<file path="src/common/ccp_defines.svh">
`ifndef CCP_DEFINES_SVH
`define CCP_DEFINES_SVH

// Register byte offsets on the bus.
`define OFS_CV1_LOW     5'h00
`define OFS_CV1_HIGH    5'h04
`define OFS_UNIT1_CTRL  5'h08
`define OFS_CV2_LOW     5'h0C
`define OFS_CV2_HIGH    5'h10
`define OFS_UNIT2_CTRL  5'h14
`define OFS_TIMER_SEL   5'h18
`define OFS_FLAGS       5'h1C

// Control register fields.
`define CTRL_MODE_MSB   3
`define CTRL_DUTY_LSB   4
`define CTRL_DUTY_MSB   5
`define CTRL_RESET      6'h00
`define CV_RESET        16'h0000
`define SEL_RESET       2'h0

// Mode codes.
`define MODE_OFF        4'h0
`define MODE_TOGGLE     4'h2
`define MODE_SET_HIGH   4'h8
`define MODE_SET_LOW    4'h9
`define MODE_SOFT_INT   4'hA
`define MODE_SPECIAL    4'hB
`define MODE_PWM_TOP    2'h3

// Flags register fields.
`define FLAG_UNIT1      0
`define FLAG_UNIT2      1
`define FLAG_LATCH1     2
`define FLAG_LATCH2     3

`endif

</file>
<file path="src/common/ccp_pkg.sv">
package ccp_pkg;

	typedef enum logic {
		BUS_DONE = 1'b0,
		BUS_WAIT = 1'b1
	} bus_state_t;

	typedef struct packed {
		logic eq_prev;
		logic out_latch;
	} chan_state_t;

	typedef struct packed {
		logic [9:0] duty;
		logic       out;
	} pwm_state_t;

	typedef struct packed {
		bus_state_t  bus;
		logic [31:0] rdata;
		logic [15:0] cv1;
		logic [5:0]  ctrl1;
		logic [15:0] cv2;
		logic [5:0]  ctrl2;
		logic [1:0]  tsel;
		logic        flag1;
		logic        flag2;
		logic        pin1;
		logic        oe1_n;
		logic        pin2;
		logic        oe2_n;
		logic        t1_clear;
		logic        t3_clear;
		logic        suppress;
		logic        adc;
	} top_state_t;

endpackage

</file>
<file path="src/hw/ccp_compare_channel.sv">
`include "ccp_defines.svh"

module ccp_compare_channel
	import ccp_pkg::*;
(
	input  wire logic        core_clk,
	input  wire logic        arst_n,
	input  wire logic [15:0] compare_value,
	input  wire logic [15:0] timer_one_count,
	input  wire logic [15:0] timer_three_count,
	input  wire logic        use_timer_three,
	input  wire logic [3:0]  mode,
	input  wire logic        ctrl_wr,
	input  wire logic [3:0]  ctrl_mode,
	output logic             match_hit,
	output logic             trigger_hit,
	output logic             out_latch
);

	chan_state_t s_q;
	chan_state_t s_d;
	logic        eq;
	logic        compare_mode;

	always_comb begin
		eq = compare_value == (use_timer_three ? timer_three_count : timer_one_count); // RULE1
		compare_mode = (mode == `MODE_TOGGLE) || (mode == `MODE_SET_HIGH) || // RULE15
			(mode == `MODE_SET_LOW) || (mode == `MODE_SOFT_INT) || (mode == `MODE_SPECIAL);
		// Only the first cycle of equality counts, so a stalled timer acts once.
		match_hit = compare_mode && eq && !s_q.eq_prev && !ctrl_wr; // RULE18
		trigger_hit = match_hit && (mode == `MODE_SPECIAL);
		s_d = s_q;
		s_d.eq_prev = compare_mode && eq;
		if (ctrl_wr) begin
			case (ctrl_mode)
				`MODE_OFF: begin
					s_d = '0; // RULE4 RULE16
				end
				`MODE_SET_HIGH: s_d.out_latch = 1'b0; // RULE15
				`MODE_SET_LOW: s_d.out_latch = 1'b1; // RULE15
				default: s_d.out_latch = s_q.out_latch;
			endcase
		end else if (match_hit) begin
			case (mode) // RULE2
				`MODE_SET_HIGH: s_d.out_latch = 1'b1;
				`MODE_SET_LOW: s_d.out_latch = 1'b0;
				`MODE_TOGGLE: s_d.out_latch = !s_q.out_latch;
				default: s_d.out_latch = s_q.out_latch; // RULE7
			endcase
		end
	end

	always_ff @(posedge core_clk or negedge arst_n) begin
		if (!arst_n) begin
			s_q <= '0;
		end else begin
			s_q <= s_d;
		end
	end

	assign out_latch = s_q.out_latch;

	a_toggle_on_match: assert property (@(posedge core_clk) disable iff (!arst_n) // RULE2
		match_hit && mode == `MODE_TOGGLE |=> out_latch != $past(out_latch))
		else $error("Toggle match did not invert the latch.");

	a_single_match: assert property (@(posedge core_clk) disable iff (!arst_n) // RULE18
		match_hit |=> !match_hit)
		else $error("Match pulse lasted more than one cycle.");

	a_zero_clears: assert property (@(posedge core_clk) disable iff (!arst_n) // RULE4
		ctrl_wr && ctrl_mode == `MODE_OFF |=> !out_latch && !match_hit)
		else $error("Zero control write left the latch high.");

endmodule // ccp_compare_channel

</file>
<file path="src/hw/ccp_pwm_unit.sv">
`include "ccp_defines.svh"

module ccp_pwm_unit
	import ccp_pkg::*;
(
	input  wire logic       core_clk,
	input  wire logic       arst_n,
	input  wire logic       enabled,
	input  wire logic       ctrl_zero,
	input  wire logic [9:0] duty_next,
	input  wire logic [7:0] timer_two_count,
	input  wire logic [1:0] timer_two_fine,
	input  wire logic       period_match,
	output logic            pwm_out
);

	pwm_state_t s_q;
	pwm_state_t s_d;

	always_comb begin
		s_d = s_q;
		if (ctrl_zero || !enabled) begin
			s_d.out = 1'b0; // RULE14
		end else if (period_match) begin
			// The duty is double buffered so a mid-period write cannot glitch the pin.
			s_d.duty = duty_next; // RULE13
			s_d.out = duty_next != 10'h000;
		end else if ({timer_two_count, timer_two_fine} == s_q.duty) begin
			s_d.out = 1'b0; // RULE13
		end
	end

	always_ff @(posedge core_clk or negedge arst_n) begin
		if (!arst_n) begin
			s_q <= '0;
		end else begin
			s_q <= s_d;
		end
	end

	assign pwm_out = s_q.out;

	a_pwm_zero_low: assert property (@(posedge core_clk) disable iff (!arst_n) // RULE14
		ctrl_zero |=> !pwm_out)
		else $error("Zero control write left the PWM latch high.");

endmodule // ccp_pwm_unit

</file>
<file path="src/hw/ccp_compare_top.sv">
// Contract
// RULE1: In compare mode each unit compares its 16-bit value with its selected timer.
// RULE2: On match, drive pin high, low, toggle it, or leave it per mode.
// RULE3: The match flag is set together with the pin action; software clears it. The code sets the flag one cycle before the unit pin changes.
// RULE4: Writing zero to a unit control register forces its compare latch low.
// RULE5: Software runs the compare timer in timer or synchronized counter mode.
// RULE6: Software clears the port direction bit so the unit pin is an output.
// RULE7: Software interrupt mode leaves the pin alone and only sets the flag.
// RULE8: Unit 1 special event clears timer one, making it a 16-bit period.
// RULE9: Unit 2 special event clears whichever timer it is using.
// RULE10: Unit 2 special event starts an A/D conversion when the converter is enabled.
// RULE11: A timer cleared by unit 2's trigger does not set its own flag.
// RULE12: Software writes zero before a new mode when changing the capture prescaler.
// RULE13: Unit 1 PWM mode drives a pulse-width output with up to 10-bit duty.
// RULE14: Writing zero to unit 1 control forces the PWM latch low.
// RULE15: Modes 1000, 1001, 0010, 1010 and 1011 are the decoded compare modes.
// RULE16: Mode 0000 disables the unit and resets its internal state.
// RULE17: Timer one or three per unit comes from the timer select bits.
// RULE18: Trigger and flag set pulse once per match, not while equality lasts.
//
// Implementation choices: register access over Avalon-MM and the placing of the registers.
`include "ccp_defines.svh"

module ccp_compare_top
	import ccp_pkg::*;
(
	input  wire logic        core_clk,
	input  wire logic        arst_n,
	input  wire logic [4:0]  avs_address,
	input  wire logic        avs_read,
	input  wire logic        avs_write,
	input  wire logic [31:0] avs_writedata,
	input  wire logic [3:0]  avs_byteenable,
	output logic      [31:0] avs_readdata,
	output logic             avs_waitrequest,
	input  wire logic [15:0] timer_one_count,
	input  wire logic [15:0] timer_three_count,
	input  wire logic [7:0]  timer_two_count,
	input  wire logic [1:0]  timer_two_fine,
	input  wire logic        timer_two_period_match,
	input  wire logic        adc_enable,
	input  wire logic        port_c_direction_unit1,
	input  wire logic        port_c_direction_unit2,
	input  wire logic        port_data_unit1,
	input  wire logic        port_data_unit2,
	output logic             unit1_output_pin,
	output logic             unit1_output_pin_oe_n,
	output logic             unit2_output_pin,
	output logic             unit2_output_pin_oe_n,
	output logic             unit1_match_flag,
	output logic             unit2_match_flag,
	output logic             timer_one_clear,
	output logic             timer_three_clear,
	output logic             timer_flag_suppress,
	output logic             adc_start
);

	top_state_t  s_q;
	top_state_t  s_d;
	logic        wr_go;
	logic        ctrl1_wr;
	logic        ctrl2_wr;
	logic        ctrl1_zero;
	logic        flags_wr;
	logic [7:0]  wbyte;
	logic [3:0]  mode1;
	logic [3:0]  mode2;
	logic        match1;
	logic        match2;
	logic        trig1;
	logic        trig2;
	logic        latch1;
	logic        latch2;
	logic        pwm1;
	logic        pwm1_mode;
	logic [31:0] rd_value;

	assign mode1 = s_q.ctrl1[`CTRL_MODE_MSB:0];
	assign mode2 = s_q.ctrl2[`CTRL_MODE_MSB:0];
	assign pwm1_mode = mode1[3:2] == `MODE_PWM_TOP;
	assign wbyte = avs_writedata[7:0];
	// A write lands only at the edge where waitrequest is low, as the bus requires.
	assign wr_go = (s_q.bus == BUS_DONE) && avs_write && avs_byteenable[0];
	assign ctrl1_wr = wr_go && (avs_address == `OFS_UNIT1_CTRL);
	assign ctrl2_wr = wr_go && (avs_address == `OFS_UNIT2_CTRL);
	assign ctrl1_zero = ctrl1_wr && (wbyte == 8'h00);
	assign flags_wr = wr_go && (avs_address == `OFS_FLAGS);

	ccp_compare_channel u_chan1 (
		.core_clk          (core_clk),
		.arst_n            (arst_n),
		.compare_value     (s_q.cv1),
		.timer_one_count   (timer_one_count),
		.timer_three_count (timer_three_count),
		.use_timer_three   (s_q.tsel[0]),
		.mode              (mode1),
		.ctrl_wr           (ctrl1_wr),
		.ctrl_mode         (wbyte[3:0]),
		.match_hit         (match1),
		.trigger_hit       (trig1),
		.out_latch         (latch1)
	);

	ccp_compare_channel u_chan2 (
		.core_clk          (core_clk),
		.arst_n            (arst_n),
		.compare_value     (s_q.cv2),
		.timer_one_count   (timer_one_count),
		.timer_three_count (timer_three_count),
		.use_timer_three   (s_q.tsel[1]),
		.mode              (mode2),
		.ctrl_wr           (ctrl2_wr),
		.ctrl_mode         (wbyte[3:0]),
		.match_hit         (match2),
		.trigger_hit       (trig2),
		.out_latch         (latch2)
	);

	ccp_pwm_unit u_pwm1 (
		.core_clk        (core_clk),
		.arst_n          (arst_n),
		.enabled         (pwm1_mode),
		.ctrl_zero       (ctrl1_zero),
		.duty_next       ({s_q.cv1[7:0], s_q.ctrl1[`CTRL_DUTY_MSB:`CTRL_DUTY_LSB]}),
		.timer_two_count (timer_two_count),
		.timer_two_fine  (timer_two_fine),
		.period_match    (timer_two_period_match),
		.pwm_out         (pwm1)
	);

	always_comb begin
		rd_value = 32'h0000_0000;
		if (avs_address == `OFS_CV1_LOW) begin
			rd_value[7:0] = s_q.cv1[7:0];
		end else if (avs_address == `OFS_CV1_HIGH) begin
			rd_value[7:0] = s_q.cv1[15:8];
		end else if (avs_address == `OFS_UNIT1_CTRL) begin
			rd_value[5:0] = s_q.ctrl1;
		end else if (avs_address == `OFS_CV2_LOW) begin
			rd_value[7:0] = s_q.cv2[7:0];
		end else if (avs_address == `OFS_CV2_HIGH) begin
			rd_value[7:0] = s_q.cv2[15:8];
		end else if (avs_address == `OFS_UNIT2_CTRL) begin
			rd_value[5:0] = s_q.ctrl2;
		end else if (avs_address == `OFS_TIMER_SEL) begin
			rd_value[1:0] = s_q.tsel;
		end else if (avs_address == `OFS_FLAGS) begin
			rd_value[`FLAG_UNIT1] = s_q.flag1;
			rd_value[`FLAG_UNIT2] = s_q.flag2;
			rd_value[`FLAG_LATCH1] = latch1;
			rd_value[`FLAG_LATCH2] = latch2;
		end
	end

	always_comb begin
		s_d = s_q;

		// Bus handshake: one wait cycle, then a single cycle with waitrequest low.
		case (s_q.bus)
			BUS_WAIT: begin
				if (avs_read || avs_write) begin
					s_d.bus = BUS_DONE;
					s_d.rdata = rd_value;
				end
			end
			BUS_DONE: begin
				s_d.bus = BUS_WAIT;
			end
			default: begin
				s_d.bus = BUS_WAIT;
			end
		endcase

		if (wr_go) begin
			if (avs_address == `OFS_CV1_LOW) begin
				s_d.cv1[7:0] = wbyte;
			end else if (avs_address == `OFS_CV1_HIGH) begin
				s_d.cv1[15:8] = wbyte;
			end else if (avs_address == `OFS_UNIT1_CTRL) begin
				s_d.ctrl1 = wbyte[5:0];
			end else if (avs_address == `OFS_CV2_LOW) begin
				s_d.cv2[7:0] = wbyte;
			end else if (avs_address == `OFS_CV2_HIGH) begin
				s_d.cv2[15:8] = wbyte;
			end else if (avs_address == `OFS_UNIT2_CTRL) begin
				s_d.ctrl2 = wbyte[5:0];
			end else if (avs_address == `OFS_TIMER_SEL) begin
				s_d.tsel = wbyte[1:0]; // RULE17
			end
		end

		// A match in the clearing cycle keeps its flag: set wins over clear.
		s_d.flag1 = match1 || (s_q.flag1 && !(flags_wr && wbyte[`FLAG_UNIT1])); // RULE3
		s_d.flag2 = match2 || (s_q.flag2 && !(flags_wr && wbyte[`FLAG_UNIT2])); // RULE3

		// Unit 1 always clears timer one; unit 2 clears the timer it compares against.
		s_d.t1_clear = trig1 || (trig2 && !s_q.tsel[1]); // RULE8 RULE9
		s_d.t3_clear = trig2 && s_q.tsel[1]; // RULE9
		s_d.suppress = trig2; // RULE11
		s_d.adc = trig2 && adc_enable; // RULE10

		// Interrupt-only mode hands the pin back to the port data latch.
		if (mode1 == `MODE_SOFT_INT || mode1 == `MODE_OFF) begin
			s_d.pin1 = port_data_unit1; // RULE7
		end else if (pwm1_mode) begin
			s_d.pin1 = pwm1; // RULE13
		end else begin
			s_d.pin1 = latch1; // RULE2
		end
		if (mode2 == `MODE_SOFT_INT || mode2 == `MODE_OFF) begin
			s_d.pin2 = port_data_unit2; // RULE7
		end else begin
			s_d.pin2 = latch2; // RULE2
		end
		// The pin only drives once software has made it an output.
		s_d.oe1_n = port_c_direction_unit1; // RULE6
		s_d.oe2_n = port_c_direction_unit2; // RULE6
	end

	always_ff @(posedge core_clk or negedge arst_n) begin
		if (!arst_n) begin
			s_q <= '0;
			s_q.bus <= BUS_WAIT;
			s_q.cv1 <= `CV_RESET;
			s_q.cv2 <= `CV_RESET;
			s_q.ctrl1 <= `CTRL_RESET;
			s_q.ctrl2 <= `CTRL_RESET;
			s_q.tsel <= `SEL_RESET;
			s_q.oe1_n <= 1'b1;
			s_q.oe2_n <= 1'b1;
		end else begin
			s_q <= s_d;
		end
	end

	assign avs_readdata = s_q.rdata;
	assign avs_waitrequest = s_q.bus;
	assign unit1_output_pin = s_q.pin1;
	assign unit1_output_pin_oe_n = s_q.oe1_n;
	assign unit2_output_pin = s_q.pin2;
	assign unit2_output_pin_oe_n = s_q.oe2_n;
	assign unit1_match_flag = s_q.flag1;
	assign unit2_match_flag = s_q.flag2;
	assign timer_one_clear = s_q.t1_clear;
	assign timer_three_clear = s_q.t3_clear;
	assign timer_flag_suppress = s_q.suppress;
	assign adc_start = s_q.adc;

	a_flag_on_match: assert property (@(posedge core_clk) disable iff (!arst_n) // RULE3
		match1 |=> unit1_match_flag)
		else $error("Unit 1 flag not set after a match.");

	a_flag_stays_set: assert property (@(posedge core_clk) disable iff (!arst_n) // RULE3
		unit2_match_flag && !(flags_wr && wbyte[1]) |=> unit2_match_flag)
		else $error("Unit 2 flag dropped without a clear.");

	a_unit1_period: assert property (@(posedge core_clk) disable iff (!arst_n) // RULE8
		trig1 |=> timer_one_clear ##1 !timer_one_clear || $past(trig1) || $past(trig2))
		else $error("Unit 1 trigger did not clear timer one.");

	a_unit2_timer: assert property (@(posedge core_clk) disable iff (!arst_n) // RULE9
		trig2 |=> (timer_three_clear == $past(s_q.tsel[1])) && (timer_one_clear || timer_three_clear))
		else $error("Unit 2 trigger cleared the wrong timer.");

	a_adc_start: assert property (@(posedge core_clk) disable iff (!arst_n) // RULE10
		trig2 |=> adc_start == $past(adc_enable))
		else $error("A/D start does not follow the unit 2 trigger.");

	a_timer_no_flag: assert property (@(posedge core_clk) disable iff (!arst_n) // RULE11
		timer_three_clear |-> timer_flag_suppress)
		else $error("Timer three cleared without flag suppression.");

	a_bus_answer: assert property (@(posedge core_clk) disable iff (!arst_n)
		(avs_read || avs_write) && avs_waitrequest |=> !avs_waitrequest ##1 avs_waitrequest)
		else $error("Bus answer not given after one wait cycle.");

	a_soft_int_pin: assert property (@(posedge core_clk) disable iff (!arst_n) // RULE7
		mode1 == `MODE_SOFT_INT && !ctrl1_wr |=> unit1_output_pin == $past(port_data_unit1))
		else $error("Unit 1 pin driven by the unit in interrupt-only mode.");

	a_flag2_on_match: assert property (@(posedge core_clk) disable iff (!arst_n) // RULE3
		match2 |=> unit2_match_flag)
		else $error("Unit 2 flag not set after a match.");

	a_flag1_stays_set: assert property (@(posedge core_clk) disable iff (!arst_n) // RULE3
		unit1_match_flag && !(flags_wr && wbyte[`FLAG_UNIT1]) |=> unit1_match_flag)
		else $error("Unit 1 flag dropped without a clear.");

	a_flag1_clear: assert property (@(posedge core_clk) disable iff (!arst_n) // RULE3
		flags_wr && wbyte[`FLAG_UNIT1] && !match1 |=> !unit1_match_flag)
		else $error("Unit 1 flag survived a clear.");

	a_flag2_clear: assert property (@(posedge core_clk) disable iff (!arst_n) // RULE3
		flags_wr && wbyte[`FLAG_UNIT2] && !match2 |=> !unit2_match_flag)
		else $error("Unit 2 flag survived a clear.");

	a_adc_single: assert property (@(posedge core_clk) disable iff (!arst_n) // RULE18
		adc_start |=> !adc_start)
		else $error("A/D start pulse lasted more than one cycle.");

	a_suppress_single: assert property (@(posedge core_clk) disable iff (!arst_n) // RULE18
		timer_flag_suppress |=> !timer_flag_suppress)
		else $error("Flag suppression pulse lasted more than one cycle.");

	a_pulses_idle: assert property (@(posedge core_clk) disable iff (!arst_n) // RULE18
		!trig1 && !trig2 |=> !timer_one_clear && !timer_three_clear && !adc_start)
		else $error("Trigger pulse seen without a trigger.");

	a_pin1_latch: assert property (@(posedge core_clk) disable iff (!arst_n) // RULE2
		mode1 == `MODE_SET_HIGH |=> unit1_output_pin == $past(latch1))
		else $error("Unit 1 pin does not show its compare latch.");

	a_pin2_latch: assert property (@(posedge core_clk) disable iff (!arst_n) // RULE2
		mode2 == `MODE_TOGGLE |=> unit2_output_pin == $past(latch2))
		else $error("Unit 2 pin does not show its compare latch.");

	a_soft_int_pin2: assert property (@(posedge core_clk) disable iff (!arst_n) // RULE7
		mode2 == `MODE_SOFT_INT |=> unit2_output_pin == $past(port_data_unit2))
		else $error("Unit 2 pin driven by the unit in interrupt-only mode.");

	a_pwm_pin: assert property (@(posedge core_clk) disable iff (!arst_n) // RULE13
		pwm1_mode |=> unit1_output_pin == $past(pwm1))
		else $error("Unit 1 pin does not show the PWM output.");

	a_oe1_drive: assert property (@(posedge core_clk) disable iff (!arst_n) // RULE6
		!port_c_direction_unit1 |=> !unit1_output_pin_oe_n)
		else $error("Unit 1 pin not driven although set as output.");

	a_oe2_drive: assert property (@(posedge core_clk) disable iff (!arst_n) // RULE6
		!port_c_direction_unit2 |=> !unit2_output_pin_oe_n)
		else $error("Unit 2 pin not driven although set as output.");

	a_zero_write_off: assert property (@(posedge core_clk) disable iff (!arst_n) // RULE16
		ctrl1_wr && wbyte == 8'h00 |=> mode1 == `MODE_OFF)
		else $error("Zero control write did not disable unit 1.");

	a_select_commit: assert property (@(posedge core_clk) disable iff (!arst_n) // RULE17
		wr_go && avs_address == `OFS_TIMER_SEL |=> s_q.tsel == $past(wbyte[1:0]))
		else $error("Timer select write did not land.");

	a_adc_cause: assert property (@(posedge core_clk) disable iff (!arst_n) // RULE10
		adc_start |-> $past(adc_enable) && $past(trig2))
		else $error("A/D start without an enabled unit 2 trigger.");

	a_unit1_no_three: assert property (@(posedge core_clk) disable iff (!arst_n) // RULE8
		trig1 && !trig2 |=> !timer_three_clear)
		else $error("Unit 1 trigger cleared timer three.");

	a_off_no_match: assert property (@(posedge core_clk) disable iff (!arst_n) // RULE16
		mode1 == `MODE_OFF |-> !match1)
		else $error("Disabled unit 1 reported a match.");

endmodule // ccp_compare_top

</file>
<file path="config.mk">
export PLATFORM = sky130hd
export DESIGN_NAME = ccp_compare_top
export DESIGN_NICKNAME = d
export VERILOG_FILES = /design/src/common/ccp_pkg.sv /design/src/hw/ccp_compare_channel.sv /design/src/hw/ccp_pwm_unit.sv /design/src/hw/ccp_compare_top.sv
export VERILOG_INCLUDE_DIRS = /design/src /design/src/common
export SDC_FILE = /design/constraint.sdc
export NUM_CORES = 1
export LEC_CHECK = 0
export BUFFER_PORTS_ARGS = -buffer_cell sky130_fd_sc_hd__buf_2
export CAP_MARGIN = 20
export CORE_ASPECT_RATIO = 1.25
export CORE_MARGIN = 5
export CORE_UTILIZATION = 45
export CTS_BUF_LIST = sky130_fd_sc_hd__clkbuf_4 sky130_fd_sc_hd__clkbuf_8
export DETAILED_ROUTE_END_ITERATION = 7
export PLACE_DENSITY = 0.8
export SYNTH_ARGS = -nofsm -noshare
export SYNTH_HDL_FRONTEND = slang
export SYNTH_SLANG_ARGS = --single-unit
</file>
<file path="constraint.sdc">
create_clock -name core_clk -period 2.58 [get_ports core_clk]
set_input_delay 0.516 -clock core_clk [delete_from_list [all_inputs] [get_ports core_clk]]
set_output_delay 0.516 -clock core_clk [all_outputs]
set_load 0.02 [all_outputs]
</file>
Yosys cells after proc, flatten, opt, wreduce, memory -nomap -nowiden. Cells that the tools add are included.

Flip-flop bits (word level): 80. Bits of input ports: 93. Output and inout port bits: 43. Logic and storage cells: 160.

Equal/unequal tests: 25. Muxes and demuxes: 33. Bitwise operators: 8. Reductions and logical operators: 69.

Operators by type and width (count): equality test 4 bit (second input constant) (10); two-way mux 33 bit (1); equality test 16 bit (2); two-way mux 16 bit (2); two-way mux 8 bit (3); logical AND 1 bit (21); equality test 5 bit (second input constant) (4); logical OR 1 bit (15); two-way mux 1 bit (14); zero test 4 bit (3); two-way mux 6 bit (2); equality test 10 bit (1); equality test 5 x 4 -> 1 bit (second input constant) (2); zero test 1 bit (10); two-way mux 2 bit (5); nonzero test 10 bit (1); AND reduction 3 bit (3); equality test 4 x 2 -> 1 bit (second input constant) (2); zero test 8 bit (1); two-way mux 4 bit (2); NOT 1 bit (8); AND reduction 8 bit (1); nonzero test 4 bit (2); AND reduction 7 bit (1); other kinds (14) (19).

Depth between registers and ports, before layout. Gate-level depths: netlist of the first run.

Word-level depth: 11. Mapped depth: 9. Gate-level depth less buffers: 6.

Cells and area by module. Synthesis of the first run repeated with hierarchy kept, for this count alone.

Cell total of the unflattened synthesis: 443. Area, all modules: 4951.0 sq um.

By module, submodules not included: ccp_compare_top (instances 1, cells an instance 273, area an instance 3268.1 sq um, seq. area each 1630.3 sq um); ccp_compare_channel (instances 2, cells an instance 64, area an instance 561.8 sq um, seq. area each 50.0 sq um); ccp_pwm_unit (instances 1, cells an instance 42, area an instance 559.3 sq um, seq. area each 275.3 sq um).

Worst setup path after synthesis of the first run. No wires, ideal clock.

Kind: input to register. From: input avs_address[4]. To: register u_pwm1.s_q[10] (netlist name). Library setup time: 125 ps. Arrival time: 2088 ps. Required time: 2455 ps. Path slack: 368 ps. Stages on the path: 7. Buffers on the path: 2. Path through: clkbuf_2 or3_1 clkbuf_2 nor3_2 nand3_1 nand4_2 mux2_2.

Longest elaborated chain between the ends: 6.

Ends and longest elaborated chain: start, declared (RTL line ccp_compare_top.sv:29) `input wire logic [4:0] avs_address,`; equality test 5 x 4 -> 1 bit (no source line); logical AND 1 bit (RTL line ccp_compare_top.sv:84) `` assign ctrl1_wr = wr_go && (avs_address == `OFS_UNIT1_CTRL); ``; logical AND 1 bit (RTL line ccp_compare_top.sv:86) `assign ctrl1_zero = ctrl1_wr && (wbyte == 8'h00);`; logical OR 1 bit (RTL line ccp_pwm_unit.sv:22) `if (ctrl_zero || !enabled) begin`; NOT 1 bit (no source line); AND reduction 2 bit (no source line); end signal, assigned (RTL line ccp_pwm_unit.sv:35) `s_q <= '0;`; end signal, assigned (RTL line ccp_pwm_unit.sv:37) `s_q <= s_d;`; end, declared (RTL line ccp_pwm_unit.sv:17) `pwm_state_t s_q;`.

No other way between the ends. A chain may end at the register's enable or synchronous reset.

Final worst setup path of the first run.
From: register s_q[10] (netlist name). To: register u_chan1.s_q (netlist bit u_chan1.out_latch).

Longest elaborated chain between the ends: 7.

Ends and longest elaborated chain: start, declared (RTL line ccp_compare_top.sv:58) `top_state_t s_q;`; two-way mux 16 bit (RTL line ccp_compare_channel.sv:26) `eq = compare_value == (use_timer_three ? timer_three_count : timer_one_count);`; equality test 16 bit (RTL line ccp_compare_channel.sv:26); logical AND 1 bit (3 in series) (RTL line ccp_compare_channel.sv:30) `match_hit = compare_mode && eq && !s_q.eq_prev && !ctrl_wr;`; nonzero test 2 bit (no source line); AND reduction 3 bit (no source line); end signal, assigned (RTL line ccp_compare_channel.sv:55) `s_q <= '0;`; end signal, assigned (RTL line ccp_compare_channel.sv:57) `s_q <= s_d;`; end, declared (RTL line ccp_compare_channel.sv:20) `chan_state_t s_q;`.

No other way between the ends.

==> impl_results.html, run 1 <==
<table>
<tr><th>Metric</th><th>Value</th></tr>
<tr><th colspan="2">Cells and area</th></tr>
<tr><td># nets final</td><td>622</td></tr>
<tr><td>Layout cells sized above 1</td><td>0.366</td></tr>
<tr><td>Number of fill cells in the layout</td><td>944</td></tr>
<tr><td>Commonest non-fill, non-tap cells in the layout</td><td>sky130_fd_sc_hd__buf_2 (83), sky130_fd_sc_hd__dfrtp_1 (77), sky130_fd_sc_hd__mux2_2 (57)</td></tr>
<tr><td>Area of all sequential standard cells</td><td>2010 um^2</td></tr>
<tr><td>P&amp;R area growth vs syn</td><td>14.5%</td></tr>
<tr><td>Final cell count without fillers</td><td>665</td></tr>
<tr><td>Commonest non-fill, non-tap cell in the layout</td><td>sky130_fd_sc_hd__buf_2</td></tr>
<tr><td>Antenna Diode Count</td><td>0</td></tr>
<tr><td>Area of combinational cells with multiple inputs</td><td>2530 um^2</td></tr>
<tr><th colspan="2">Placement</th></tr>
<tr><td>Number of port buffers</td><td>84</td></tr>
<tr><td>DP Wirelength</td><td>9910 um</td></tr>
<tr><td>Weighted congestion at the end of routability-driven global placement</td><td>0.946</td></tr>
<tr><td>Placed Instances</td><td>650</td></tr>
<tr><th colspan="2">Pwr</th></tr>
<tr><td>VDD IR-drop max</td><td>0.233 mV</td></tr>
<tr><td>Sw frac</td><td>0.306</td></tr>
<tr><td>Gate power share</td><td>0.208</td></tr>
<tr><td>Net switching power figure</td><td>911 uW</td></tr>
<tr><td>Part of the total power dissipated in sequential elements</td><td>0.479</td></tr>
<tr><td>Static Leakage</td><td>0.00266 uW</td></tr>
<tr><td>Part of the power in the clock network</td><td>0.313</td></tr>
<tr><td>Total design power</td><td>2980 uW</td></tr>
<tr><td>Cell internal pwr</td><td>2070 uW</td></tr>
<tr><td>Pwr/cell area</td><td>538 nW/um^2</td></tr>
<tr><th colspan="2">Worst setup path</th></tr>
<tr><td>Crit path DAT</td><td>2.70 ns</td></tr>
<tr><td>Cell depth of the worst flop-to-flop path</td><td>6</td></tr>
<tr><td>CP Cell Sequence</td><td>mux2i_1 &gt; xor2_1 &gt; nand3_1 &gt; or4_1 &gt; nor3_1 &gt; mux2_2</td></tr>
<tr><td>Worst Path Class, Setup</td><td>reg -&gt; reg</td></tr>
<tr><td>Cell family contributing the most delay on the critical path</td><td>simple AND/OR/NAND/NOR gates</td></tr>
<tr><td>Crit path launch type</td><td>flop</td></tr>
<tr><td>CP max stage cell</td><td>sky130_fd_sc_hd__dfrtp_1</td></tr>
<tr><td>Type of destination of the critical path</td><td>flop</td></tr>
<tr><td>Stages on worst setup path</td><td>6</td></tr>
<tr><td>Crit path buf inv count</td><td>0</td></tr>
<tr><td>Required time worst endpoint</td><td>2.83 ns</td></tr>
<tr><td>Peak per-stage delay on the critical path</td><td>0.55 ns</td></tr>
<tr><td>Critical path fanouts, max</td><td>6</td></tr>
<tr><th colspan="2">STA</th></tr>
<tr><td>Worst Max-Slew Pin Slew</td><td>0.601 ns</td></tr>
<tr><td>Slew margin rel.</td><td>0.596</td></tr>
<tr><td>Period utilisation layout</td><td>0.949</td></tr>
<tr><td>Final Hold Viols</td><td>0</td></tr>
<tr><td>Final-layout worst hold slack</td><td>0.119 ns</td></tr>
<tr><td>Number of pins with negative max-slew slack in the final report</td><td>0</td></tr>
<tr><td>Unrepaired setup endpoints after global routing</td><td>no</td></tr>
<tr><td>Fin crit period</td><td>2.45 ns</td></tr>
<tr><td>Sum Neg Setup Slack</td><td>0 ns</td></tr>
<tr><td>Setup Skew</td><td>0.0103 ns</td></tr>
<tr><td>Total setup violations reported at the end of the flow</td><td>0</td></tr>
<tr><td>Highest attainable clock frequency</td><td>408 MHz</td></tr>
<tr><th colspan="2">Status</th></tr>
<tr><td>Result of the run</td><td>finished, final reports clean</td></tr>
<tr><th colspan="2">GRT</th></tr>
<tr><td>First-pass GRT wire length</td><td>20200 um</td></tr>
<tr><td>Via count of the first global-routing pass</td><td>3918</td></tr>
<tr><td>Global-route congestion overflow total</td><td>0</td></tr>
<tr><td>Maximum number of pins on one net before global-route repair</td><td>42</td></tr>
<tr><td>Number of antenna violations at the first check in global routing</td><td>0</td></tr>
<tr><td>Total routing resource utilization after global routing</td><td>0.204</td></tr>
<tr><th colspan="2">Detailed routing</th></tr>
<tr><td>Number of detailed-routing iterations run before antenna repair</td><td>5</td></tr>
<tr><td>Remaining number of nets flagged by the antenna check after routing</td><td>0</td></tr>
<tr><td>Drt initial violations</td><td>336</td></tr>
<tr><td>Post-DR wirelength/cell</td><td>19.5 um</td></tr>
<tr><td>Detailed-route wire length</td><td>12900 um</td></tr>
<tr><td>Vias per std cell</td><td>5.69</td></tr>
<tr><td>Count of unresolved DRC violations after routing</td><td>0</td></tr>
<tr><td>Vias</td><td>3784</td></tr>
<tr><th colspan="2">Synthesis</th></tr>
<tr><td>Post-synth ARST share</td><td>1.00</td></tr>
<tr><td>Synth unique cells</td><td>53</td></tr>
<tr><td>Number of warnings printed during yosys synthesis</td><td>0</td></tr>
<tr><td>Proportion of synthesized chip area in sequential cells</td><td>0.415</td></tr>
<tr><td>Proportion of netlist area held by the largest area contributor</td><td>0.399</td></tr>
<tr><td>Library cell occupying the most area in the post-synthesis netlist</td><td>sky130_fd_sc_hd__dfrtp_1</td></tr>
<tr><td>Post-synthesis sequential element count</td><td>80</td></tr>
<tr><td>Mean cell area of the mapped netlist</td><td>10.9 um^2</td></tr>
<tr><td>Count of flip-flops with a built-in enable after synthesis</td><td>0</td></tr>
<tr><td>Number of instances in the synthesized netlist</td><td>442</td></tr>
<tr><td>Mapped Area</td><td>4830 um^2</td></tr>
<tr><td>Largest cells by area after synthesis</td><td>sky130_fd_sc_hd__dfrtp_1 (40%), sky130_fd_sc_hd__mux2_2 (13%), sky130_fd_sc_hd__mux2i_1 (8.9%)</td></tr>
<tr><td>Most common flop cell mapped by yosys</td><td>sky130_fd_sc_hd__dfrtp_1</td></tr>
<tr><th colspan="2">Min path</th></tr>
<tr><td>Class of the most critical hold timing path</td><td>in -&gt; async</td></tr>
<tr><th colspan="2">Clocking</th></tr>
<tr><td>Num CTS Buffers</td><td>9</td></tr>
<tr><td>Depth of the CTS H-tree</td><td>3</td></tr>
<tr><td>Num Clock Sinks</td><td>80</td></tr>
<tr><td>Clock transition at the registers of the reported paths</td><td>0.08 ns</td></tr>
<tr><td>Max clock buf depth</td><td>2</td></tr>
<tr><td>TritonCTS clock tree</td><td>yes</td></tr>
<tr><td>Post-CTS Setup Repair Bufs</td><td>0</td></tr>
<tr><td>Insertion delay of the later-clocked pin in the worst-skew pair</td><td>0.37 ns</td></tr>
<tr><td>Cell at the root of the clock tree</td><td>sky130_fd_sc_hd__clkbuf_8</td></tr>
<tr><td>Number of instances resized during post-cts repair</td><td>0</td></tr>
<tr><td>Post-CTS Hold Buffers</td><td>0</td></tr>
<tr><th colspan="2">Floorplan</th></tr>
<tr><td>Die Outline Area</td><td>12900 um^2</td></tr>
<tr><td>Initial Utilization</td><td>0.457</td></tr>
<tr><td>Die width</td><td>103 um</td></tr>
<tr><td>Die Ht</td><td>126 um</td></tr>
<tr><td>Boundary Pins</td><td>136</td></tr>
<tr><td>Rows</td><td>42</td></tr>
<tr><td>Std-Cell Core Area</td><td>10600 um^2</td></tr>
<tr><th colspan="2">Job</th></tr>
<tr><td>MaxCap Viol Count</td><td>0</td></tr>
</table>
routing by layer:
layer	vias up	GRT usage	part of all wire
met4	0	0.102	0.039
met2	180	0.336	0.50
li1	1708	-	-
met5	-	0	0
met1	1851	0.258	0.39
met3	45	0.0315	0.070
worst register-to-register path: cells and delay by family, from the launching register on:
kind	cells	cell delay (ns)
mux	2	0.66
flops	1	0.55
xor+xnor	1	0.22
simple gates	3	0.89
registers in the layout, summed over array words and instances (netlist names):
name,cells
u_chan2.s_q,1
unit1_match_flag,1
u_chan2.out_latch,1
timer_one_clear,1
u_chan1.out_latch,1
unit2_output_pin_oe_n,1
timer_three_clear,1
unit2_match_flag,1
adc_start,1
unit1_output_pin,1
u_chan1.s_q,1
mode2,4
mode1,4
avs_readdata,8
unit1_output_pin_oe_n,1
s_q,38
avs_waitrequest,1
u_pwm1.s_q,10
timer_flag_suppress,1
unit2_output_pin,1
u_pwm1.pwm_out,1
cell families (layout without fill, tap and decap cells):
family / after synthesis / count (layout) / share of synthesized area
other cells: 1 / 24 / 0.000776
buf+inv: 59 / 127 / 0.0790
mux: 104 / 104 / 0.241
compound gates: 47 / 47 / 0.0593
simple gates: 109 / 109 / 0.128
flops: 80 / 80 / 0.415
xor+xnor: 42 / 42 / 0.0762
per-stage QoR:
stage / worst slack, ns / area, um^2 / utilization
floorplan: 0.368 / 4920 / -
global placement: 0.225 / 5340 / 0.506
detailed placement: 0.171 / 5340 / 0.506
CTS: 0.163 / 5530 / 0.524
global route: 0.0447 / 5530 / 0.524
finish: 0.132 / 5530 / 0.524
synthesized netlist by cell type, types with 2 or more instances:
library cell               count
sky130_fd_sc_hd__dfrtp_1      77
sky130_fd_sc_hd__mux2_2       57
sky130_fd_sc_hd__mux2i_1      43
sky130_fd_sc_hd__buf_4        33
sky130_fd_sc_hd__xnor2_1      30
sky130_fd_sc_hd__nand2_1      26
sky130_fd_sc_hd__o21ai_0      16
sky130_fd_sc_hd__a21oi_1      14
sky130_fd_sc_hd__nor2_1       14
sky130_fd_sc_hd__nor4_1       14
sky130_fd_sc_hd__nor3_1       13
sky130_fd_sc_hd__xor2_1       12
sky130_fd_sc_hd__nand3_1      11
sky130_fd_sc_hd__buf_2         8
sky130_fd_sc_hd__clkbuf_1      8
sky130_fd_sc_hd__nand4_1       5
sky130_fd_sc_hd__nor2b_1       5
sky130_fd_sc_hd__inv_1         4
sky130_fd_sc_hd__a22oi_1       3
sky130_fd_sc_hd__dfstp_2       3
sky130_fd_sc_hd__mux4_2        3
sky130_fd_sc_hd__nand2b_1      3
sky130_fd_sc_hd__nor3b_1       3
sky130_fd_sc_hd__o31ai_1       3
sky130_fd_sc_hd__a31oi_1       2
sky130_fd_sc_hd__buf_1         2
sky130_fd_sc_hd__clkbuf_2      2
sky130_fd_sc_hd__nor3_2        2
sky130_fd_sc_hd__nor4_4        2
layout make-up:
class | count | area share
clock inverter | 5 | 0.0104
timing repair buffer | 108 | 0.114
tap | 132 | 0.0299
sequential | 80 | 0.363
clock buffer | 10 | 0.0238
multi-input combinational | 326 | 0.457
inverter | 4 | 0.00271
power groups by stage:
stage	combinational, uW	clock, uW	sequential (uW)
after floorplan	443	0	1420
after global placement	599	0	1440
after detailed placement	614	0	1450
after CTS	619	940	1420
after global routing	669	986	1440
final	619	932	1430
worst paths after layout:
| check | slack [ns] | startpoint | end |
|---|---|---|---|
| setup reg to reg | 0.13 | s_q[10] | u_chan1.out_latch |
| hold / removal | 0.12 | arst_n | timer_flag_suppress |
| setup / recovery | 0.13 | s_q[10] | u_chan1.out_latch |
| min in group core_clk | 0.25 | port_c_direction_unit1 | unit1_output_pin_oe_n |
| hold reg to reg | 0.48 | avs_readdata[2] | avs_readdata[2] |
| max in group asynchronous | 1.82 | arst_n | avs_waitrequest |
(Power assumes the default switching activity.)
==> run 2, diff against run 1 <==
--- a/config.mk
+++ b/config.mk
@@ -6,6 +6,7 @@
 export SDC_FILE = /design/constraint.sdc
 export NUM_CORES = 1
 export LEC_CHECK = 0
+export ABC_AREA = 1
 export BUFFER_PORTS_ARGS = -buffer_cell sky130_fd_sc_hd__buf_2
 export CAP_MARGIN = 20
 export CORE_ASPECT_RATIO = 1.25
==> constraint.sdc (replaced) <==
create_clock -name core_clk -period 2.58 [get_ports core_clk]
set_input_delay 0.516 -clock core_clk [delete_from_list [all_inputs] [get_ports core_clk]]
set_output_delay 0.516 -clock core_clk [all_outputs]
set_load 0.01 [all_outputs]
==> impl_results.html, run 2 <==
<table>
<tr><th>Metric</th><th>Value</th></tr>
<tr><th colspan="2">Cells and area</th></tr>
<tr><td>Layout cells sized above 1</td><td>0.175 (-0.190)</td></tr>
<tr><td># nets final</td><td>886 (+42%)</td></tr>
<tr><td>Antenna Diode Count</td><td>0 (unchanged)</td></tr>
<tr><td>P&amp;R area growth vs syn</td><td>12.8%</td></tr>
<tr><td>Final cell count without fillers</td><td>933 (+40%)</td></tr>
<tr><td>Biggest register</td><td>s_q</td></tr>
<tr><td>Layout Utilization</td><td>0.516 (-0.00798)</td></tr>
<tr><td>Commonest non-fill, non-tap cell in the layout</td><td>sky130_fd_sc_hd__nand2_1</td></tr>
<tr><td>Max FFs per register</td><td>38 (unchanged)</td></tr>
<tr><td>Commonest non-fill, non-tap cells in the layout</td><td>sky130_fd_sc_hd__nand2_1 (251), sky130_fd_sc_hd__inv_1 (90), sky130_fd_sc_hd__buf_2 (83)</td></tr>
<tr><th colspan="2">Pwr</th></tr>
<tr><td>Total design power</td><td>3300 uW (+11%)</td></tr>
<tr><td>VDD IR-drop max</td><td>0.320 mV (+37%)</td></tr>
<tr><td>Pwr/cell area</td><td>581 nW/um^2 (+7.9%)</td></tr>
<tr><td>Static Leakage</td><td>0.00302 uW (+14%)</td></tr>
<tr><th colspan="2">Detailed routing</th></tr>
<tr><td>Detailed-route wire length</td><td>14400 um (+11%)</td></tr>
<tr><td>Drt initial violations</td><td>394 (+17%)</td></tr>
<tr><td>Vias per std cell</td><td>5.28 (-7.3%)</td></tr>
<tr><td>Remaining number of nets flagged by the antenna check after routing</td><td>0 (unchanged)</td></tr>
<tr><td>Vias</td><td>4922 (+30%)</td></tr>
<tr><td>Post-DR wirelength/cell</td><td>15.4 um (-21%)</td></tr>
<tr><td>Number of detailed-routing iterations run before antenna repair</td><td>5 (unchanged)</td></tr>
<tr><td>Count of unresolved DRC violations after routing</td><td>0 (unchanged)</td></tr>
<tr><th colspan="2">Worst setup path</th></tr>
<tr><td>Required time worst endpoint</td><td>2.89 ns (+0.06 ns)</td></tr>
<tr><td>Stages on worst setup path</td><td>11 (+5)</td></tr>
<tr><td>CP Cell Sequence</td><td>inv_2 &gt; nand2_1 &gt; nand3_1 &gt; nand2_1 &gt; nor2_1 &gt; nand2_1 &gt; nor3_4 &gt; nand3_2 &gt; nor2_2 &gt; nand2_1 &gt; nand2_1</td></tr>
<tr><td>Worst Path Class, Setup</td><td>reg -&gt; reg</td></tr>
<tr><td>Setup slack on the worst flop-to-flop path</td><td>0.38 ns (+0.25 ns)</td></tr>
<tr><td>Peak per-stage delay on the critical path</td><td>0.53 ns (-0.02 ns)</td></tr>
<tr><td>Cell family contributing the most delay on the critical path</td><td>simple AND/OR/NAND/NOR gates</td></tr>
<tr><td>Critical path fanouts, max</td><td>18 (+12)</td></tr>
<tr><td>Crit path launch type</td><td>flop</td></tr>
<tr><td>Critical path endpoint</td><td>timer_one_clear</td></tr>
<tr><td>Cell depth of the worst flop-to-flop path</td><td>11 (+5)</td></tr>
<tr><td>Crit path buf inv count</td><td>1 (+1)</td></tr>
<tr><td>CP max stage cell</td><td>sky130_fd_sc_hd__dfrtp_1</td></tr>
<tr><td>Type of destination of the critical path</td><td>flop</td></tr>
<tr><td>Reg-to-reg critical path endpoint</td><td>timer_one_clear</td></tr>
<tr><td>Startpoint of the most critical register-to-register path</td><td>s_q[11]</td></tr>
<tr><td>Crit path DAT</td><td>2.51 ns (-0.19 ns)</td></tr>
<tr><td>Startpoint of the most critical setup path</td><td>s_q[11]</td></tr>
<tr><td>Cell with the most instances on the worst path</td><td>sky130_fd_sc_hd__nand2_1</td></tr>
<tr><th colspan="2">GRT</th></tr>
<tr><td>First-pass GRT wire length</td><td>23000 um (+14%)</td></tr>
<tr><td>Met3 track utilization from global routing</td><td>0.0482 (+0.0166)</td></tr>
<tr><td>Grt met2 use</td><td>0.354 (+0.0179)</td></tr>
<tr><td>Maximum number of pins on one net before global-route repair</td><td>46 (+9.5%)</td></tr>
<tr><td>Number of antenna violations at the first check in global routing</td><td>0 (unchanged)</td></tr>
<tr><td>Via count of the first global-routing pass</td><td>4765 (+22%)</td></tr>
<tr><td>Global-route congestion overflow total</td><td>0 (unchanged)</td></tr>
<tr><td>Total routing resource utilization after global routing</td><td>0.216 (+0.0114)</td></tr>
<tr><td>Met1 GRT Util</td><td>0.266 (+0.00812)</td></tr>
<tr><td>Highest-utilization routing layer at the global route stage</td><td>met2</td></tr>
<tr><th colspan="2">Floorplan</th></tr>
<tr><td>Rows</td><td>43 (+2.4%)</td></tr>
<tr><td>Boundary Pins</td><td>136 (unchanged)</td></tr>
<tr><td>Initial Utilization</td><td>0.457 (about the same)</td></tr>
<tr><td>Die width</td><td>105 um (+2.0%)</td></tr>
<tr><td>Die Outline Area</td><td>13400 um^2 (+4.0%)</td></tr>
<tr><td>Std-Cell Core Area</td><td>11000 um^2 (+4.4%)</td></tr>
<tr><td>Die Ht</td><td>128 um (+2.0%)</td></tr>
<tr><th colspan="2">Synthesis</th></tr>
<tr><td>Most frequently used cell type in the post-synthesis netlist</td><td>sky130_fd_sc_hd__nand2_1</td></tr>
<tr><td>Most common flop cell mapped by yosys</td><td>sky130_fd_sc_hd__dfrtp_1</td></tr>
<tr><td>Synth unique cells</td><td>43 (-19%)</td></tr>
<tr><td>Mean cell area of the mapped netlist</td><td>7.06 um^2 (-35%)</td></tr>
<tr><td>Top cells by instance count after synthesis</td><td>sky130_fd_sc_hd__nand2_1 (251), sky130_fd_sc_hd__inv_1 (90), sky130_fd_sc_hd__dfrtp_1 (77)</td></tr>
<tr><td>Count of flip-flops with a built-in enable after synthesis</td><td>0 (unchanged)</td></tr>
<tr><td>Mapped Area</td><td>5040 um^2 (+4.4%)</td></tr>
<tr><td>Proportion of synthesized chip area in sequential cells</td><td>0.398 (-0.0174)</td></tr>
<tr><td>Largest cells by area after synthesis</td><td>sky130_fd_sc_hd__dfrtp_1 (38%), sky130_fd_sc_hd__nand2_1 (19%), sky130_fd_sc_hd__inv_1 (6.7%)</td></tr>
<tr><td>Number of instances in the synthesized netlist</td><td>714 (+62%)</td></tr>
<tr><td>Library cell occupying the most area in the post-synthesis netlist</td><td>sky130_fd_sc_hd__dfrtp_1</td></tr>
<tr><td>Post-synth ARST share</td><td>1.00 (unchanged)</td></tr>
<tr><td>Proportion of netlist area held by the largest area contributor</td><td>0.382 (-0.0167)</td></tr>
<tr><td>Post-synthesis sequential element count</td><td>80 (unchanged)</td></tr>
<tr><td>Number of warnings printed during yosys synthesis</td><td>0 (unchanged)</td></tr>
<tr><th colspan="2">STA</th></tr>
<tr><td>Worst Max-Slew Pin Slew</td><td>0.703 ns (+0.102 ns)</td></tr>
<tr><td>Period utilisation layout</td><td>0.853 (-0.0954)</td></tr>
<tr><td>Final Hold Viols</td><td>0 (unchanged)</td></tr>
<tr><td>Unrepaired setup endpoints after global routing</td><td>no</td></tr>
<tr><td>Slew margin rel.</td><td>0.531 (-0.0656)</td></tr>
<tr><td>Highest attainable clock frequency</td><td>454 MHz (+11%)</td></tr>
<tr><td>Sum Neg Setup Slack</td><td>0 ns (unchanged)</td></tr>
<tr><td>Fin crit period</td><td>2.20 ns (-0.246 ns)</td></tr>
<tr><td>Total setup violations reported at the end of the flow</td><td>0 (unchanged)</td></tr>
<tr><td>Final-layout worst hold slack</td><td>0.101 ns (-0.0182 ns)</td></tr>
<tr><td>Setup Skew</td><td>0.0101 ns (-0.000210 ns)</td></tr>
<tr><td>Number of pins with negative max-slew slack in the final report</td><td>0 (unchanged)</td></tr>
<tr><th colspan="2">Clocking</th></tr>
<tr><td>Num Clock Sinks</td><td>80 (unchanged)</td></tr>
<tr><td>Num CTS Buffers</td><td>9 (unchanged)</td></tr>
<tr><td>Number of instances resized during post-cts repair</td><td>0 (unchanged)</td></tr>
<tr><td>TritonCTS clock tree</td><td>yes</td></tr>
<tr><td>Insertion delay of the later-clocked pin in the worst-skew pair</td><td>0.37 ns (about the same)</td></tr>
<tr><td>Clock transition at the registers of the reported paths</td><td>0.08 ns (about the same)</td></tr>
<tr><td>Depth of the CTS H-tree</td><td>3 (unchanged)</td></tr>
<tr><td>Cell at the root of the clock tree</td><td>sky130_fd_sc_hd__clkbuf_8</td></tr>
<tr><td>Post-CTS Setup Repair Bufs</td><td>0 (unchanged)</td></tr>
<tr><td>Post-CTS Hold Buffers</td><td>0 (unchanged)</td></tr>
<tr><td>Max clock buf depth</td><td>2 (unchanged)</td></tr>
<tr><th colspan="2">Placement</th></tr>
<tr><td>DP Wirelength</td><td>11200 um (+13%)</td></tr>
<tr><td>Weighted congestion at the end of routability-driven global placement</td><td>0.980 (+3.7%)</td></tr>
<tr><td>Placed Instances</td><td>917 (+41%)</td></tr>
<tr><td>Number of port buffers</td><td>84 (unchanged)</td></tr>
<tr><th colspan="2">Job</th></tr>
<tr><td>MaxCap Viol Count</td><td>0 (unchanged)</td></tr>
<tr><th colspan="2">Min path</th></tr>
<tr><td>Class of the most critical hold timing path</td><td>in -&gt; async</td></tr>
<tr><th colspan="2">Status</th></tr>
<tr><td>Result of the run</td><td>finished, final reports clean</td></tr>
</table>
-- run 2: cell types whose count changed in the layout (fill, tap and decap cells not counted), sizes merged, moves of 7 or more --
| cell | delta |
|---|---|
| buf | -16 |
| nand2 | +232 |
| xnor2 | -27 |
| mux2i | -43 |
| nor2 | +27 |
| o21ai | +57 |
| xor2 | -8 |
| inv | +89 |
| nor4 | -10 |
| o22ai | +7 |
| mux2 | -57 |
| nand3 | +22 |
-- run 2: cell families after synthesis --
group                  count (synthesis)  share of synthesized area
AO/OA/AOI/OAI                        117                      0.135
flip-flops                            80                      0.398
other                                  1                   0.000744
XOR/XNOR                               7                     0.0122
buffers and inverters                139                      0.139
AND/OR/NAND/NOR                      370                      0.316
-- run 2: worst reg2reg max path, stage by stage (launching register included) --
cell and delay, ns:
sky130_fd_sc_hd__dfrtp_1 0.53, sky130_fd_sc_hd__inv_2 0.36, sky130_fd_sc_hd__nand2_1 0.14, sky130_fd_sc_hd__nand3_1 0.13, sky130_fd_sc_hd__nand2_1 0.06, sky130_fd_sc_hd__nor2_1 0.10
sky130_fd_sc_hd__nand2_1 0.11, sky130_fd_sc_hd__nor3_4 0.24, sky130_fd_sc_hd__nand3_2 0.16, sky130_fd_sc_hd__nor2_2 0.13, sky130_fd_sc_hd__nand2_1 0.09, sky130_fd_sc_hd__nand2_1 0.09
-- run 2: power by group --
group          total (uW)  internal [uW]  switching, uW
sequential           1480           1370            104
combinational         662            238            425
clock                1160            656            506
-- run 2: area by class of cell --
class / count / area [um^2]
well taps: 135 / 169
fillers: 1126 / 5340
clock inverters: 7 / 128
multi-input cells: 518 / 2420
flip-flops and latches: 80 / 2010
clock buffers: 9 / 124
repair buffers: 92 / 495
inverters: 92 / 345
-- run 2: layer usage --
layer | up-vias | share of wire
li1 | 2398 | -
met2 | 216 | 0.48
met1 | 2262 | 0.39
met4 | 0 | 0.045
met5 | - | 0
met3 | 46 | 0.086
-- run 2: how the worst min path moves through the flow --
stage / endpoint / slack (ns) / cells after the start
after floorplan: adc_start / 0.22 / 0
after global placement: unit1_match_flag / 0.44 / 1
after detailed placement: unit1_match_flag / 0.44 / 1
after CTS: u_pwm1.s_q[4] / 0.11 / 1
after global routing: u_pwm1.s_q[4] / 0.13 / 1
final: u_pwm1.s_q[4] / 0.10 / 1
-- run 2: per-stage QoR --
stage / area, um^2 / setup WS [ns]
2_1_floorplan: 5130 / 0.851
3_3_place_gp: 5440 / 0.385
3_5_place_dp: 5440 / 0.356
4_1_cts: 5690 / 0.398
5_1_grt: 5690 / 0.165
6_report: 5690 / 0.378
==> run 3, diff against run 2 <==
--- a/config.mk
+++ b/config.mk
@@ -11,10 +11,10 @@
 export CAP_MARGIN = 20
 export CORE_ASPECT_RATIO = 1.25
 export CORE_MARGIN = 5
-export CORE_UTILIZATION = 45
+export CORE_UTILIZATION = 29
 export CTS_BUF_LIST = sky130_fd_sc_hd__clkbuf_4 sky130_fd_sc_hd__clkbuf_8
 export DETAILED_ROUTE_END_ITERATION = 7
-export PLACE_DENSITY = 0.8
+export PLACE_DENSITY = 0.59
 export SYNTH_ARGS = -nofsm -noshare
 export SYNTH_HDL_FRONTEND = slang
 export SYNTH_SLANG_ARGS = --single-unit
==> impl_results.html, run 3 (same netlist as run 2, synthesis figures left out) <==
<table>
<tr><th>Metric</th><th>Value</th></tr>
<tr><th colspan="2">Placement</th></tr>
<tr><td>Placed Instances</td><td>1009 (+10%)</td></tr>
<tr><td>Number of port buffers</td><td>84 (unchanged)</td></tr>
<tr><td>DP Wirelength</td><td>12900 um (+14%)</td></tr>
<tr><td>Cell area after placement</td><td>5570 um^2 (+2.5%)</td></tr>
<tr><td>Weighted congestion at the end of routability-driven global placement</td><td>0.906 (-7.6%)</td></tr>
<tr><th colspan="2">Cells and area</th></tr>
<tr><td>Final cell count without fillers</td><td>1025 (+9.9%)</td></tr>
<tr><td>Biggest register</td><td>s_q</td></tr>
<tr><td>Antenna Diode Count</td><td>0 (unchanged)</td></tr>
<tr><td>Number of fill cells in the layout</td><td>1904 (+69%)</td></tr>
<tr><td>P&amp;R area growth vs syn</td><td>16.3%</td></tr>
<tr><td># nets final</td><td>889 (+0.34%)</td></tr>
<tr><td>Post-layout instance area</td><td>5860 um^2 (+3.0%)</td></tr>
<tr><td>Commonest non-fill, non-tap cells in the layout</td><td>sky130_fd_sc_hd__nand2_1 (251), sky130_fd_sc_hd__inv_1 (90), sky130_fd_sc_hd__buf_2 (83)</td></tr>
<tr><td>Layout cells sized above 1</td><td>0.179 (+0.00309)</td></tr>
<tr><td>Commonest non-fill, non-tap cell in the layout</td><td>sky130_fd_sc_hd__nand2_1</td></tr>
<tr><td>Max FFs per register</td><td>38 (unchanged)</td></tr>
<tr><th colspan="2">Clocking</th></tr>
<tr><td>Max clock buf depth</td><td>2 (unchanged)</td></tr>
<tr><td>Insertion delay of the later-clocked pin in the worst-skew pair</td><td>0.37 ns (about the same)</td></tr>
<tr><td>Clock transition at the registers of the reported paths</td><td>0.09 ns (about the same)</td></tr>
<tr><td>Post-CTS Hold Buffers</td><td>0 (unchanged)</td></tr>
<tr><td>TritonCTS clock tree</td><td>yes</td></tr>
<tr><td>Number of instances resized during post-cts repair</td><td>0 (unchanged)</td></tr>
<tr><td>Num Clock Sinks</td><td>80 (unchanged)</td></tr>
<tr><td>Cell at the root of the clock tree</td><td>sky130_fd_sc_hd__clkbuf_8</td></tr>
<tr><td>Num CTS Buffers</td><td>9 (unchanged)</td></tr>
<tr><td>Post-CTS Setup Repair Bufs</td><td>0 (unchanged)</td></tr>
<tr><td>Depth of the CTS H-tree</td><td>3 (unchanged)</td></tr>
<tr><th colspan="2">Floorplan</th></tr>
<tr><td>Rows</td><td>54 (+26%)</td></tr>
<tr><td>Std-Cell Core Area</td><td>17300 um^2 (+57%)</td></tr>
<tr><td>Boundary Pins</td><td>136 (unchanged)</td></tr>
<tr><td>Die Outline Area</td><td>20100 um^2 (+50%)</td></tr>
<tr><td>Die width</td><td>128 um (+22%)</td></tr>
<tr><td>Die Ht</td><td>157 um (+23%)</td></tr>
<tr><td>Initial Utilization</td><td>0.291 (-0.166)</td></tr>
<tr><th colspan="2">Pwr</th></tr>
<tr><td>Pwr/cell area</td><td>598 nW/um^2 (+3.0%)</td></tr>
<tr><td>Net switching power figure</td><td>1050 uW (+0.98%)</td></tr>
<tr><td>Part of the power in the clock network</td><td>0.384 (+0.032)</td></tr>
<tr><td>Cell internal pwr</td><td>2460 uW (+8.4%)</td></tr>
<tr><td>Static Leakage</td><td>0.00305 uW (+0.95%)</td></tr>
<tr><td>Gate power share</td><td>0.195 (-0.006)</td></tr>
<tr><td>Part of the total power dissipated in sequential elements</td><td>0.421 (-0.027)</td></tr>
<tr><td>Sw frac</td><td>0.298 (-0.0151)</td></tr>
<tr><td>VDD IR-drop max</td><td>0.275 mV (-14%)</td></tr>
<tr><th colspan="2">STA</th></tr>
<tr><td>Slew margin rel.</td><td>0.530 (about the same)</td></tr>
<tr><td>Period utilisation layout</td><td>0.859 (+0.00563)</td></tr>
<tr><td>Worst Max-Slew Pin Slew</td><td>0.704 ns (+0.000436 ns)</td></tr>
<tr><td>Setup Skew</td><td>0.00637 ns (-0.00368 ns)</td></tr>
<tr><td>Highest attainable clock frequency</td><td>451 MHz (-0.66%)</td></tr>
<tr><td>Final Hold Viols</td><td>0 (unchanged)</td></tr>
<tr><td>Unrepaired setup endpoints after global routing</td><td>no</td></tr>
<tr><td>Total setup violations reported at the end of the flow</td><td>0 (unchanged)</td></tr>
<tr><td>Sum Neg Setup Slack</td><td>0 ns (unchanged)</td></tr>
<tr><td>Fin crit period</td><td>2.22 ns (+0.0145 ns)</td></tr>
<tr><td>Number of pins with negative max-slew slack in the final report</td><td>0 (unchanged)</td></tr>
<tr><th colspan="2">Detailed routing</th></tr>
<tr><td>Drt initial violations</td><td>258 (-35%)</td></tr>
<tr><td>Number of detailed-routing iterations run before antenna repair</td><td>5 (unchanged)</td></tr>
<tr><td>Post-DR wirelength/cell</td><td>15.7 um (+1.5%)</td></tr>
<tr><td>Vias</td><td>4770 (-3.1%)</td></tr>
<tr><td>Detailed-route wire length</td><td>16100 um (+11%)</td></tr>
<tr><td>Vias per std cell</td><td>4.65 (-12%)</td></tr>
<tr><td>Remaining number of nets flagged by the antenna check after routing</td><td>0 (unchanged)</td></tr>
<tr><td>Count of unresolved DRC violations after routing</td><td>0 (unchanged)</td></tr>
<tr><th colspan="2">Worst setup path</th></tr>
<tr><td>Required time worst endpoint</td><td>2.86 ns (-0.03 ns)</td></tr>
<tr><td>Worst Path Class, Setup</td><td>reg -&gt; reg</td></tr>
<tr><td>Crit path launch type</td><td>flop</td></tr>
<tr><td>Crit path buf inv count</td><td>2 (+1)</td></tr>
<tr><td>Type of destination of the critical path</td><td>flop</td></tr>
<tr><td>Crit path DAT</td><td>2.50 ns (about the same)</td></tr>
<tr><td>CP max stage cell</td><td>sky130_fd_sc_hd__dfrtp_1</td></tr>
<tr><td>CP Cell Sequence</td><td>inv_1 &gt; nand2_1 &gt; nand2_1 &gt; nand2_1 &gt; nand2_1 &gt; nand2_1 &gt; nor2_1 &gt; nand2_1 &gt; nor2_1 &gt; nand4_1 &gt; nand2_1 &gt; nand2_1 &gt; nand2_1 &gt; inv_1</td></tr>
<tr><td>Cell family contributing the most delay on the critical path</td><td>simple AND/OR/NAND/NOR gates</td></tr>
<tr><td>Critical path fanouts, max</td><td>13 (-5)</td></tr>
<tr><td>Cell with the most instances on the worst path</td><td>sky130_fd_sc_hd__nand2_1</td></tr>
<tr><td>Peak per-stage delay on the critical path</td><td>0.38 ns (-0.15 ns)</td></tr>
<tr><th colspan="2">GRT</th></tr>
<tr><td>Number of antenna violations at the first check in global routing</td><td>0 (unchanged)</td></tr>
<tr><td>Global-route congestion overflow total</td><td>0 (unchanged)</td></tr>
<tr><td>Total routing resource utilization after global routing</td><td>0.161 (-0.0544)</td></tr>
<tr><td>Via count of the first global-routing pass</td><td>4660 (-2.2%)</td></tr>
<tr><td>First-pass GRT wire length</td><td>25000 um (+8.6%)</td></tr>
<tr><td>Maximum number of pins on one net before global-route repair</td><td>41 (-11%)</td></tr>
<tr><th colspan="2">Min path</th></tr>
<tr><td>Class of the most critical hold timing path</td><td>in -&gt; async</td></tr>
<tr><th colspan="2">Job</th></tr>
<tr><td>MaxCap Viol Count</td><td>0 (unchanged)</td></tr>
<tr><th colspan="2">Status</th></tr>
<tr><td>Result of the run</td><td>finished, final reports clean</td></tr>
</table>
[run 3: worst register-to-register path: stages, from the launching register on]
cell and delay [ns]:
sky130_fd_sc_hd__dfrtp_1 0.38, sky130_fd_sc_hd__inv_1 0.37, sky130_fd_sc_hd__nand2_1 0.16, sky130_fd_sc_hd__nand2_1 0.09, sky130_fd_sc_hd__nand2_1 0.05, sky130_fd_sc_hd__nand2_1 0.09
sky130_fd_sc_hd__nand2_1 0.06, sky130_fd_sc_hd__nor2_1 0.11, sky130_fd_sc_hd__nand2_1 0.09, sky130_fd_sc_hd__nor2_1 0.32, sky130_fd_sc_hd__nand4_1 0.18, sky130_fd_sc_hd__nand2_1 0.09
sky130_fd_sc_hd__nand2_1 0.05, sky130_fd_sc_hd__nand2_1 0.05, sky130_fd_sc_hd__inv_1 0.03
[run 3: final timing paths]
kind | startpoint | slack (ns) | cells past startpoint | to
hold reg to reg | u_chan1.s_q[1] | 0.48 | 1 | unit1_match_flag
setup reg to reg | s_q[10] | 0.36 | 14 | u_chan1.out_latch
max in group asynchronous | arst_n | 1.89 | 2 | unit2_output_pin_oe_n
setup / recovery | s_q[10] | 0.36 | 14 | u_chan1.out_latch
hold / removal | arst_n | 0.02 | 1 | s_q[29]
min in group core_clk | port_c_direction_unit2 | 0.23 | 1 | unit2_output_pin_oe_n
[run 3: layout make-up]
cell class,instances,area (um^2),share of cell area
Multi-Input combinational cell,518,2420,0.413
Clock buffer,9,124,0.0211
Clock inverter,7,166,0.0284
Sequential cell,80,2010,0.342
Tap cell,224,280,0.0478
Timing Repair Buffer,95,518,0.0884
Inverter,92,345,0.0589
[run 3: power groups by stage]
stage	sequential [uW]	combinational, uW	clock (uW)
after detailed placement	1500	690	0
after floorplan	1470	491	0
final	1470	683	1350
after global placement	1500	682	0
after CTS	1480	693	1360
after global routing	1490	783	1410
[run 3: routing by layer]
layer	vias up	part of all wire	wire, um	global-route usage
met2	141	0.51	8160	0.285
met1	2194	0.40	6400	0.185
met4	0	0.052	835	0.0956
li1	2395	-	-	-
met5	-	0	0	0
met3	40	0.042	669	0.0221
[run 3: stage by stage]
stage / worst slack (ns) / utilization / power (uW) / hold WS (ns)
2_1_floorplan: 0.851 / - / 1960 / 0.220
3_3_place_gp: 0.382 / 0.322 / 2180 / 0.423
3_5_place_dp: 0.338 / 0.322 / 2190 / 0.424
4_1_cts: 0.332 / 0.339 / 3530 / 0.0259
5_1_grt: 0.150 / 0.339 / 3680 / 0.0345
6_report: 0.364 / 0.339 / 3500 / 0.0238
